==> src/rtl/kwd_pkg.sv <==
`default_nettype none

package kwd_pkg;

  // ---------------------------------------------------------------
  // counter and timing
  // ---------------------------------------------------------------
  localparam int CNT_W = 22;
  localparam logic [21:0] CNT_MAX = 22'h3fffff;
  localparam int PRE_LSB = 15;
  localparam logic [3:0] MCYC_LAST = 4'hb;
  localparam int OSC_PER_MCYC = 12;
  // pulse length in oscillator periods; clk_sys is the oscillator
  localparam int RST_PULSE_OSC = OSC_PER_MCYC * (2 ** 15);
  localparam int CLK_PER_OSC = 1;
  localparam int RST_PULSE_CYC = RST_PULSE_OSC * CLK_PER_OSC;
  localparam int PULSE_W = 20;

  // ---------------------------------------------------------------
  // register map: printed offsets are indices, byte address = 4x
  // ---------------------------------------------------------------
  localparam logic [7:0] SVC_IDX = 8'ha6;
  localparam logic [7:0] KEY_IDX = 8'hae;
  localparam logic [7:0] STAT_IDX = 8'hb0;
  localparam logic [7:0] MASK_IDX = 8'hb1;
  localparam logic [7:0] CNT_IDX = 8'hb2;
  localparam logic [7:0] SVC_BAD_MIN = 8'h7f;
  localparam logic [7:0] KEY_DISABLE = 8'h55;
  localparam logic [7:0] KEY_RESET = 8'h00;
  localparam logic [2:0] HSIZE_WORD = 3'h2;
  localparam int ST_OVF = 0;
  localparam int ST_BAD = 1;
  localparam int ST_W = 2;

  typedef enum logic {BUS_IDLE, BUS_ACT} kwd_bus_e;

  typedef struct packed {
    logic hsel;
    logic [31:0] haddr;
    logic [1:0] htrans;
    logic hwrite;
    logic [2:0] hsize;
    logic [31:0] hwdata;
    logic hready;
  } kwd_ahb_req_s;

  typedef struct packed {
    logic hreadyout;
    logic hresp;
    logic [31:0] hrdata;
  } kwd_ahb_rsp_s;

  typedef struct packed {
    kwd_bus_e st;
    logic [7:0] idx;
    logic wr;
    logic hit;
    logic ready;
    logic [31:0] rdata;
    logic [3:0] div;
    logic [21:0] cnt;
    logic [7:0] key;
    logic [19:0] pulse;
    logic rst_out;
    logic [1:0] stat;
    logic [1:0] mask;
    logic irq;
  } kwd_state_s;

endpackage : kwd_pkg

`default_nettype wire

==> src/rtl/kwd_top.sv <==
// The AHB-Lite slave port was decided locally.
`default_nettype none

module kwd_top
  import kwd_pkg::*;
#(
  parameter int RST_PULSE = RST_PULSE_CYC,
  // overflow point; lowered only so short runs can reach a reset
  parameter logic [21:0] OVF_AT = CNT_MAX
) (
  // clock and reset
  input wire logic clk_sys,
  input wire logic rst_n,
  // register bus
  input wire kwd_ahb_req_s ahb_req,
  output kwd_ahb_rsp_s ahb_rsp,
  // reset and interrupt out
  output logic wdt_rst,
  output logic wdt_rst_n,
  output logic wdt_irq
);

  // ---------------------------------------------------------------
  // state
  // ---------------------------------------------------------------
  kwd_state_s q;
  kwd_state_s d;
  logic tick;
  logic acc;
  logic wr_go;
  logic svc_wr;
  logic svc_ok;
  logic svc_bad;
  logic wd_en;
  logic ovf;
  logic [1:0] st_clr;
  logic [1:0] st_set;
  logic [31:0] rd_mux;

  localparam logic [19:0] PULSE_LAST = PULSE_W'(RST_PULSE - 1);

  // ---------------------------------------------------------------
  // next state
  // ---------------------------------------------------------------
  always_comb begin
    d = q;
    // machine cycle is twelve oscillator periods
    tick = (q.div == MCYC_LAST);
    d.div = tick ? 4'h0 : 4'(q.div + 4'h1);

    acc = ahb_req.hsel && ahb_req.htrans[1] && ahb_req.hready;
    wr_go = (q.st == BUS_ACT) && q.wr && q.hit;
    svc_wr = wr_go && (q.idx == SVC_IDX);
    svc_ok = svc_wr && (ahb_req.hwdata[7:0] < SVC_BAD_MIN);
    svc_bad = svc_wr && !svc_ok;
    wd_en = (q.key != KEY_DISABLE);
    // overflow is judged on the old count; a service in the same
    // cycle wins because software got there first
    ovf = tick && wd_en && !q.rst_out && !svc_ok
      && (q.cnt == OVF_AT);

    // no idle input: the counter never looks at cpu sleep state
    // held at zero from the overflow itself through the whole pulse
    if (q.rst_out || ovf) begin
      d.cnt = '0;
    end else if (svc_ok) begin
      d.cnt = {ahb_req.hwdata[6:0], 15'h0000};
    end else if (tick && wd_en) begin
      d.cnt = 22'(q.cnt + 22'h1);
    end

    if (ovf) begin
      d.rst_out = 1'b1;
      d.pulse = PULSE_LAST;
      d.key = KEY_RESET;
    end else if (q.rst_out) begin
      if (q.pulse == '0) begin
        d.rst_out = 1'b0;
      end else begin
        d.pulse = 20'(q.pulse - 20'h1);
      end
    end

    if (wr_go && (q.idx == KEY_IDX) && !ovf) begin
      d.key = ahb_req.hwdata[7:0];
    end

    // sticky events; a set in the clearing cycle survives
    st_set = '0;
    st_set[ST_OVF] = ovf;
    st_set[ST_BAD] = svc_bad;
    st_clr = '0;
    if (wr_go && (q.idx == STAT_IDX)) begin
      st_clr = ahb_req.hwdata[ST_W-1:0];
    end
    d.stat = (q.stat & ~st_clr) | st_set;
    if (wr_go && (q.idx == MASK_IDX)) begin
      d.mask = ahb_req.hwdata[ST_W-1:0];
    end
    d.irq = |(d.stat & d.mask);

    // read mux; the service register is write only
    rd_mux = '0;
    if (!q.hit) begin
      rd_mux = '0;
    end else if (q.idx == KEY_IDX) begin
      rd_mux[7:0] = q.key;
    end else if (q.idx == STAT_IDX) begin
      rd_mux[ST_W-1:0] = q.stat;
    end else if (q.idx == MASK_IDX) begin
      rd_mux[ST_W-1:0] = q.mask;
    end else if (q.idx == CNT_IDX) begin
      rd_mux[CNT_W-1:0] = q.cnt;
    end

    // one wait state keeps read-after-write coherent
    case (q.st)
      BUS_IDLE: begin
        if (acc) begin
          d.st = BUS_ACT;
          d.ready = 1'b0;
          d.idx = ahb_req.haddr[9:2];
          d.wr = ahb_req.hwrite;
          d.hit = (ahb_req.haddr[31:10] == '0)
            && (ahb_req.haddr[1:0] == 2'h0)
            && (ahb_req.hsize == HSIZE_WORD);
        end
      end
      BUS_ACT: begin
        d.st = BUS_IDLE;
        d.ready = 1'b1;
        if (!q.wr) begin
          d.rdata = rd_mux;
        end
      end
      default: begin
        d.st = BUS_IDLE;
        d.ready = 1'b1;
      end
    endcase
  end

  // ---------------------------------------------------------------
  // registers
  // ---------------------------------------------------------------
  always_ff @(posedge clk_sys or negedge rst_n) begin
    if (!rst_n) begin
      q <= '{st: BUS_IDLE, idx: 8'h00, wr: 1'b0, hit: 1'b0,
             ready: 1'b1, rdata: 32'h0000_0000, div: 4'h0,
             cnt: 22'h000000, key: KEY_RESET, pulse: 20'h00000,
             rst_out: 1'b0, stat: 2'h0, mask: 2'h0, irq: 1'b0};
    end else begin
      q <= d;
    end
  end

  // ---------------------------------------------------------------
  // outputs
  // ---------------------------------------------------------------
  assign ahb_rsp.hreadyout = q.ready;
  assign ahb_rsp.hresp = 1'b0;
  assign ahb_rsp.hrdata = q.rdata;
  assign wdt_rst = q.rst_out;
  assign wdt_rst_n = !q.rst_out;
  assign wdt_irq = q.irq;

  logic [19:0] hi_len_q;
  always_ff @(posedge clk_sys or negedge rst_n) begin
    if (!rst_n) begin
      hi_len_q <= 20'h00000;
    end else if (q.rst_out) begin
      hi_len_q <= 20'(hi_len_q + 20'h1);
    end else begin
      hi_len_q <= 20'h00000;
    end
  end
endmodule : kwd_top

`default_nettype wire

==> config.mk <==
export PLATFORM = sky130hd
export DESIGN_NAME = kwd_top
export DESIGN_NICKNAME = d
export VERILOG_FILES = /design/src/rtl/kwd_pkg.sv /design/src/rtl/kwd_top.sv
export SDC_FILE = /design/constraint.sdc
export NUM_CORES = 1
export LEC_CHECK = 0
export ABC_AREA = 1
export BUFFER_PORTS_ARGS = -buffer_cell sky130_fd_sc_hd__buf_2
export CORE_ASPECT_RATIO = 0.5
export CORE_UTILIZATION = 25
export DETAILED_ROUTE_END_ITERATION = 8
export GPL_TIMING_DRIVEN = 0
export HOLD_SLACK_MARGIN = 0.06
export SLEW_MARGIN = 20
export SYNTH_ARGS = -nofsm -noshare
export SYNTH_HDL_FRONTEND = slang
export SYNTH_SLANG_ARGS = --single-unit
export TNS_END_PERCENT = 10
==> constraint.sdc <==
create_clock -name clk_sys -period 2.22 [get_ports clk_sys]
set_clock_uncertainty 0.15 [all_clocks]
set_input_delay 0.333 -clock clk_sys [delete_from_list [all_inputs] [get_ports clk_sys]]
set_output_delay 0.333 -clock clk_sys [all_outputs]
set_load 0.02 [all_outputs]
==> flow_summary.yaml, run 1 <==
global_routing:
  first_global_vias: 5176
  antenna_found_initial: 0
  grt_pass1_wl_um: 25900
  grt.total_usage_pct: 13.8
  grt-busiest-layer: "met2"
  grt_start_max_net_pins: 69
  overflow: 0
  use_met2_pct: 22.6
  use_met1_pct: 18.9
  use_met3_pct: 2.08
yosys:
  synth_common_cells: "nand2_1 (185), nand3_1 (96), dfrtp_1 (93)"
  synth_flop_cell: "dfrtp_1"
  syn_avg_cell_area_um2: 7.40
  synth_area_um2: 5620
  synth_top_area_share_pct: 41.4
  synth_cell_types: 37
  ys_top_cells_by_area: "dfrtp_1 (41%), nand2_1 (12%), nand3_1 (8.5%)"
  yosys_warnings: 0
  synth-edff-count: 0
  synth-seq-cells: 94
  yosysTopAreaCell: "dfrtp_1"
  synth_seq_area_share_pct: 41.9
  synthMostInstantiatedCell: "nand2_1"
  ys_async_sr_fraction_pct: 100
  synthCells: 760
detailed_routing:
  firstDrtPassIters: 5
  drt_iter0_drc: 387
  routed_wl_um: 15400
  ant_nets: 0
  vias: 5302
  vias_per_cell: 4.53
  wl_per_cell_um: 13.2
  drc: 0
critical_path:
  endpoint_kind: "flop"
  cpPeakStageDelay_ps: 440
  reg2regPathDepth: 9
  cpMaxStageDelayCell: "clkbuf_1"
  crit_buf_inv: 2
  worstPathArrival_ps: 2290
  worstPathCellList: "ha_1, nand2_1, nor2_1, nand2_1, nand2_1, inv_2, clkbuf_1, nand3_1, nand2_1"
  crit_type: "flop to flop"
  r2r_slack_ps: 70
  start_kind: "flop"
  r2r-end: "q[40]$_DFFE_PN0P_"
  cp.depth: 9
  critical_path.top_delay_family: "simple AND/OR/NAND/NOR gates"
  critical_path_peak_fanout: 10
  r2r-start: "q[56]$_DFF_PN0_"
  cpMostUsedCell: "nand2_1"
  critical_path_required_ps: 2360
finish:
  fin_area_um2: 6840
  num_antenna_cells: 0
  nets: 943
  drive_gt1_share_pct: 20.1
  areaGrowthSynthToFinish_pct: 21.6
placed_design:
  hpwl_um: 11700
  postPlaceCellArea_um2: 6440
  gp_congestion: 0.952
  io_buffers: 74
clock_network:
  htree_levels: 3
  clock_path_buffers: 2
  clkSinkCount: 94
  root_buffer: "clkbuf_16"
  cts_buffers: 9
  cts.reportedPaths.clkPinSlew_ps: 60
  worstSkewPairLatency_ps: 350
  cts_tree: "built"
floorplanning:
  chipWidth_um: 214
  ios: 111
  die_h_um: 108
  fp-row-count: 38
  core_area_um2: 21900
  initial_utilization_pct: 25.7
  dieArea_um2: 23100
hold_path:
  whs_path_depth: 3
  min_from: "ahb_req[42]"
  hp-class: "primary input to flop"
  hold_end: "q[96]$_DFFE_PN0P_"
sta:
  fmax_mhz: 466
  finalSetupViolations: 0
  worst_pin_slew_ps: 531
  slew_headroom_pct: 64.6
  period_minus_slack_ps: 2150
  whs_ps: 61.5
  timing.final.hold_violations: 0
  drv_slew: 0
  rsz0062_at_grt: "true"
  period_share_pct: 96.7
power_and_ir_drop:
  p_leak_nw: 3.12
  power_mw: 3.46
  ir_worst_vdd_mv: 0.330
  power_density_nw_per_um2: 506
outcome:
  status: "completed"
job:
  maxCapViolCount: 0
power breakdown:
group	internal (mW)	switching [mW]	total, mW
registers	1.75	0.0268	1.78
clock network	0.753	0.667	1.42
logic	0.0942	0.170	0.264
total	2.60	0.864	3.46
worst min-delay path, cell delays in order:
cell and delay, ps:
buf_2 70, nand2_1 40, o21ai_0 60
flip-flops by register name, indices dropped and copies added (netlist names):
register	flops
ahb_rsp	23
q	69
wdt_irq	1
wdt_rst	1
repair_timing:
item	CTS	global route
setup endpoints to repair	35	55
hold buffers	7	0
resized for setup	5	8
setup buffers	0	2
endpoints found under the hold margin	33	0
pin swaps	0	1
per-stage QoR:
stage / instances / setup slack, ps / setup TNS [ps] / util (%)
floorplan: 770 / 277 / 0 / -
CTS: 1168 / 38.6 / 0 / 31.0
finish: 1170 / 72.4 / 0 / 31.3
detailed placement: 1145 / -135 / -2640 / 29.4
global route: 1170 / -86.2 / -757 / 31.3
global placement: 1144 / -331 / -31850 / 29.3
cell usage in the layout (no fill, tap or decap), types with 4 or more instances in the layout:
cell and instances:
nand2_2 4, nand3_2 4, clkbuf_16 9, o211ai_1 5, o21ai_1 6, nor2_4 6, nand3_1 93, clkbuf_1 11
clkinv_2 4, inv_2 6, o31ai_1 9, nor4_1 6, buf_4 37, nand4_1 8, buf_6 6, dlygate4sd3_1 7
nand3b_1 5, inv_1 58, conb_1 11, buf_2 79, nor2_2 6, a21oi_1 16, o21bai_1 4, xor2_1 10
nor3_1 8, nor2_1 88, dfrtp_1 91, nand2_1 184, o21ai_0 63
metal layers:
metal | vias to the layer above | wire [um]
met5 | - | 0
met4 | 0 | 209
met3 | 15 | 653
met2 | 121 | 6900
met1 | 2508 | 7680
li1 | 2658 | -
logic make-up after synthesis:
kind of cell / after synthesis / synth area share, %
flip-flops: 94 / 41.9
AO/OA/AOI/OAI: 108 / 10.6
XOR/XNOR: 10 / 1.56
adder cells (fa/ha/maj): 4 / 0.890
AND/OR/NAND/NOR: 421 / 33.8
buffers and inverters: 122 / 11.3
other: 1 / 0.0667
layout make-up:
cell class / instances / area (um^2)
clock buffer: 11 / 233
timing repair buffer: 84 / 489
clock inverter: 5 / 27.5
inverter: 67 / 251
tap: 300 / 375
sequential: 94 / 2360
buffer: 55 / 383
fill: 2353 / 15000
multi-input combinational: 554 / 2720
how the worst max path moves through the flow:
stage / startpoint / endpoint
final: q[56]$_DFF_PN0_ / q[40]$_DFFE_PN0P_
after global routing: q[56]$_DFF_PN0_ / q[43]$_DFFE_PN0P_
after CTS: q[35]$_DFFE_PN0P_ / q[28]$_DFFE_PN0P_
after detailed placement: q[34]$_DFFE_PN0P_ / q[51]$_DFFE_PN0P_
after global placement: rst_n / q[96]$_DFFE_PN0P_
after floorplan: q[34]$_DFFE_PN0P_ / q[26]$_DFFE_PN0P_
Power figures use the tool's default switching activity.
==> run 2: changes to the inputs <==
--- a/config.mk
+++ b/config.mk
@@ -9,9 +9,11 @@
 export BUFFER_PORTS_ARGS = -buffer_cell sky130_fd_sc_hd__buf_2
 export CORE_ASPECT_RATIO = 0.5
 export CORE_UTILIZATION = 25
+export CTS_BUF_LIST = sky130_fd_sc_hd__clkbuf_8
 export DETAILED_ROUTE_END_ITERATION = 8
 export GPL_TIMING_DRIVEN = 0
 export HOLD_SLACK_MARGIN = 0.06
+export PLACE_DENSITY = 0.4
 export SLEW_MARGIN = 20
 export SYNTH_ARGS = -nofsm -noshare
 export SYNTH_HDL_FRONTEND = slang
==> run 2 against run 1 <==
  * Flip-flop and latch count is the same
  * Combinational power up 4%
  * Non-clock buffer count grew 7
  * Clock power shrank 12%
  * Total power is 4.6% lower
  * Sequential power hardly changed
  * Register-to-register slack better by 30 ps
  * First-iteration DRC count fell by 21%
  * Utilization rose by 0.17 points
  * Global-route usage grew 1.6 points
  * Critical endpoint is now q[10]$_DFFE_PN0P_
  * Largest cell class unchanged
  * Largest power group unchanged
==> flow_summary.yaml, run 2 (synthesized netlist as in run 1, its figures left out) <==
outcome:
  status: "completed"
finish:
  num_antenna_cells: 0
  fillers: 2433
  multi_input_area_um2: 2730
  fin_area_um2: 6870
  drive_gt1_share_pct: 21.1
  final_common_cell: "nand2_1"
  seq_area_um2: 2360
  largest-register: "q"
  layout_common_cells: "nand2_1 (182), nand3_1 (93), dfrtp_1 (89), nor2_1 (85), buf_2 (77)"
  areaGrowthSynthToFinish_pct: 22.3
  nets: 950
  largest_reg_flops: 69
critical_path:
  reg2regPathDepth: 7
  critical_path_required_ps: 2340
  critical_path_peak_fanout: 7
  worstPathCellList: "nand2_1, nor2_2, nand2_1, nor3_1, nand3_2, nand2_4, o21ai_0"
  cpPeakStageDelay_ps: 500
  crit_buf_inv: 0
  cpMaxStageDelayCell: "dfrtp_1"
  critical_path.top_delay_family: "simple AND/OR/NAND/NOR gates"
  start_kind: "flop"
  endpoint_kind: "flop"
  cp.depth: 7
  cpMostUsedCell: "nand2_1"
  crit_type: "flop to flop"
  worstPathArrival_ps: 2240
floorplanning:
  fp-row-count: 38
  ios: 111
  core_area_um2: 21900
  dieArea_um2: 23100
  initial_utilization_pct: 25.7
  die_h_um: 108
  chipWidth_um: 214
detailed_routing:
  wl_per_cell_um: 14.4
  ant_nets: 0
  drc: 0
  vias_per_cell: 4.48
  drt_iter0_drc: 307
  vias: 5263
  routed_wl_um: 17000
  firstDrtPassIters: 5
sta:
  worst_pin_slew_ps: 526
  finalSetupViolations: 0
  timing.final.hold_violations: 0
  slew_headroom_pct: 64.8
  rsz0062_at_grt: "true"
  period_minus_slack_ps: 2120
  period_share_pct: 95.5
  fmax_mhz: 472
  drv_slew: 0
  whs_ps: 74.1
placed_design:
  io_buffers: 74
  gp_congestion: 0.795
  hpwl_um: 12900
  postPlaceCellArea_um2: 6440
clock_network:
  htree_levels: 3
  clkSinkCount: 94
  clock_path_buffers: 2
  cts_tree: "built"
  worstSkewPairLatency_ps: 390
  root_buffer: "clkbuf_8"
  cts_buffers: 9
  cts.reportedPaths.clkPinSlew_ps: 90
global_routing:
  first_global_vias: 5193
  antenna_found_initial: 0
  overflow: 0
  grt_pass1_wl_um: 27600
  grt.total_usage_pct: 15.4
  grt_start_max_net_pins: 71
power_and_ir_drop:
  ir_worst_vdd_mv: 0.277
  p_leak_nw: 3.14
  power_density_nw_per_um2: 480
  power_mw: 3.30
job:
  maxCapViolCount: 0
hold_path:
  hp-class: "primary input to flop"
  whs_path_depth: 3
[run 2: tightest hold or removal path: stages]
cell     delay [ps]
buf_2            80
inv_1            50
o21ai_1         120
[run 2: report_power, final]
group | switching (mW) | internal [mW] | total, mW
clock | 0.630 | 0.619 | 1.25
combinational | 0.173 | 0.100 | 0.274
sequential | 0.0285 | 1.75 | 1.78
total | 0.832 | 2.47 | 3.30
[run 2: metrics by stage]
stage	setup slack (ps)	setup TNS [ps]	instances	util (%)
after floorplan	277	0	770	-
after global placement	-527	-55430	1144	29.3
after detailed placement	-333	-7740	1145	29.4
after CTS	19.7	0	1174	31.1
after global routing	-19.5	-124	1176	31.4
final	100	0	1176	31.4
[run 2: repair_timing]
action	4_1_cts	5_1_grt
gates resized for setup	9	17
setup endpoints to repair	54	48
endpoints found under the hold margin	104	0
pin swaps	1	1
buffers inserted	2	2
hold buffers	12	0
[run 2: final cells by class]
type,instances,share of cell area (%)
Clock inverter,6,1.16
Timing Repair Buffer,91,8.06
Multi-Input combinational cell,554,39.8
Clock buffer,9,1.80
Buffer,55,5.72
Inverter,67,3.71
Sequential cell,94,34.3
Tap cell,300,5.46
[run 2: routing by layer]
| layer | up-vias | part of all wire, % | global-route usage [%] |
|---|---|---|---|
| met4 | 0 | 1.6 | 4.44 |
| met2 | 83 | 45 | 25.0 |
| li1 | 2667 | - | - |
| met1 | 2495 | 49 | 20.6 |
| met5 | - | 0 | 0 |
| met3 | 18 | 3.9 | 3.38 |
[run 2: final timing paths]
kind	from	endpoint	slack (ps)
worst max-delay path	q[48]$_DFFE_PN0P_	q[10]$_DFFE_PN0P_	100
worst min-delay path	ahb_req[8]	q[33]$_DFFE_PN0P_	70
worst max register to register	q[48]$_DFFE_PN0P_	q[10]$_DFFE_PN0P_	100
worst min register to register	q[56]$_DFF_PN0_	q[56]$_DFF_PN0_	330
max in group asynchronous	rst_n	ahb_rsp[33]$_DFFE_PN1P_	1030
min in group asynchronous	rst_n	ahb_rsp[9]$_DFFE_PN0P_	210
==> run 3: changes to the inputs <==
--- a/config.mk
+++ b/config.mk
@@ -7,13 +7,15 @@
 export LEC_CHECK = 0
 export ABC_AREA = 1
 export BUFFER_PORTS_ARGS = -buffer_cell sky130_fd_sc_hd__buf_2
+export CELL_PAD_IN_SITES_DETAIL_PLACEMENT = 0
+export CELL_PAD_IN_SITES_GLOBAL_PLACEMENT = 1
 export CORE_ASPECT_RATIO = 0.5
 export CORE_UTILIZATION = 25
 export CTS_BUF_LIST = sky130_fd_sc_hd__clkbuf_8
 export DETAILED_ROUTE_END_ITERATION = 8
 export GPL_TIMING_DRIVEN = 0
 export HOLD_SLACK_MARGIN = 0.06
-export PLACE_DENSITY = 0.4
+export PLACE_DENSITY = 0.52
 export SLEW_MARGIN = 20
 export SYNTH_ARGS = -nofsm -noshare
 export SYNTH_HDL_FRONTEND = slang
==> run 3 against run 2 <==
  * Clock-buffer cell count is the same
  * Worst setup slack better by 3.4 ps
  * Critical endpoint is now q[41]$_DFFE_PN0P_
  * First-iteration DRC count rose by 0.33%
  * Routed wire length increased by 4.7%
  * Critical path type unchanged
  * Hold slack better by 20 ps
  * Via count about the same
  * Combinational power hardly changed
  * Sequential power barely moved
==> flow_summary.yaml, run 3 (synthesized netlist as in run 1, its figures left out) <==
sta:
  fmax_mhz: 473
  finalSetupViolations: 0
  rsz0062_at_grt: "true"
  worst_pin_slew_ps: 500
  period_share_pct: 95.3
  fin_setup_tns_ps: 0
  period_minus_slack_ps: 2120
  timing.final.hold_violations: 0
  slew_headroom_pct: 66.5
  drv_slew: 0
  whs_ps: 93.8
  fin_ws_ps: 104
critical_path:
  critical_path_required_ps: 2410
  critical_path_peak_fanout: 10
  cpMostUsedCell: "nand2_1"
  worstPathArrival_ps: 2300
  cpPeakStageDelay_ps: 430
  crit_type: "flop to flop"
  cpMaxStageDelayCell: "clkbuf_1"
  start_kind: "flop"
  worstPathCellList: "ha_1, nand2_1, nor2_4, nand2_2, nand2_1, inv_2, clkbuf_1, nand3_1, nand2_1"
  endpoint_kind: "flop"
detailed_routing:
  highest_layer: "met4"
  met2WireLength_um: 7860
  wl_met1_um: 9230
  routed_wl_um: 17800
  drt_iter0_drc: 308
  ant_nets: 0
  wl_per_cell_um: 15.0
  drc: 0
  vias_per_cell: 4.45
  wl_met3_um: 530
  firstDrtPassIters: 5
  vias: 5268
job:
  maxCapViolCount: 0
power_and_ir_drop:
  ir_worst_vdd_mv: 0.229
  p_leak_nw: 3.19
  power_density_nw_per_um2: 494
finish:
  layout_common_cells: "nand2_1 (182), nand3_1 (94), dfrtp_1 (91), nor2_1 (86), buf_2 (77)"
  num_antenna_cells: 0
  drive_gt1_share_pct: 20.8
  finish.utilization_pct: 31.8
  final_common_cell: "nand2_1"
  fin_area_um2: 6960
  nets: 957
  largest_reg_flops: 69
  largest-register: "q"
  areaGrowthSynthToFinish_pct: 23.7
global_routing:
  first_global_vias: 4979
  antenna_found_initial: 0
  grt_pass1_wl_um: 28700
  overflow: 0
  grt_start_max_net_pins: 57
  grt.total_usage_pct: 16.1
floorplanning:
  die_h_um: 108
  initial_utilization_pct: 25.7
  dieArea_um2: 23100
  fp-row-count: 38
  ios: 111
  core_area_um2: 21900
  chipWidth_um: 214
clock_network:
  clkSinkCount: 94
  clock_path_buffers: 2
  cts_buffers: 9
  root_buffer: "clkbuf_8"
  htree_levels: 3
  cts_tree: "built"
  cts.reportedPaths.clkPinSlew_ps: 100
  worstSkewPairLatency_ps: 390
placed_design:
  hpwl_um: 13400
  postPlaceCellArea_um2: 6440
  io_buffers: 74
  post-place-ws_ps: -309
  gp_congestion: 0.786
outcome:
  status: "completed"
hold_path:
  hp-class: "primary input to flop"
## run 3: cell count changes in the layout (fill, tap and decap cells not counted), sizes merged
cell,previous run,this run
dlygate4sd3,12,16
buf,123,126
clkinvlp,2,0
bufinv,2,3
clkinv,3,4
inv,66,67
## run 3: final timing paths
check                                startpoint  slack [ps]                 end  cells past startpoint
worst max-delay path            q[56]$_DFF_PN0_         100   q[41]$_DFFE_PN0P_                      9
worst min-delay path                ahb_req[50]          90   q[93]$_DFFE_PN0P_                      4
worst max register to register  q[56]$_DFF_PN0_         100   q[41]$_DFFE_PN0P_                      9
worst min register to register  q[56]$_DFF_PN0_         310     q[56]$_DFF_PN0_                      1
max in group asynchronous                 rst_n        1000   q[35]$_DFFE_PN0P_                      3
min in group asynchronous                 rst_n         260  q[100]$_DFFE_PN0P_                      2
## run 3: per-stage QoR
| step | total power [mW] | instances |
|---|---|---|
| floorplan | 1.93 | 770 |
| global placement | 2.06 | 1144 |
| detailed placement | 2.06 | 1145 |
| CTS | 3.51 | 1178 |
| global route | 3.61 | 1184 |
| finish | 3.44 | 1184 |
## run 3: per-layer routing
layer / global-route usage (%) / up-vias
li1: - / 2682
met1: 23.2 / 2494
met2: 24.9 / 81
met3: 3.18 / 11
met4: 3.52 / 0
met5: 0 / -
## run 3: where the power goes
group / switching, mW / internal, mW
logic: 0.173 / 0.104
clock network: 0.650 / 0.736
registers: 0.0250 / 1.75
total: 0.848 / 2.59
## run 3: critical path: cells and delay by family (launching register included)
family / cells / cell delay, ps
buf+inv: 2 / 630
flops: 1 / 400
simple gates: 6 / 640
fa+ha+maj: 1 / 230
## run 3: repair_timing
item,in CTS,in global routing
hold endpoints to repair,52,0
endpoints found under the setup margin,53,68
hold buffers,16,0
setup buffers,1,6
pin swaps,1,3
gates resized for setup,10,11
## run 3: cell type report
class | instances | area, um^2
sequential | 94 | 2360
tap | 300 | 375
multi-input combinational | 554 | 2740
buffer | 55 | 388
clock inverter | 7 | 106
timing repair buffer | 98 | 617
fill | 2420 | 14900
clock buffer | 9 | 124
inverter | 67 | 253
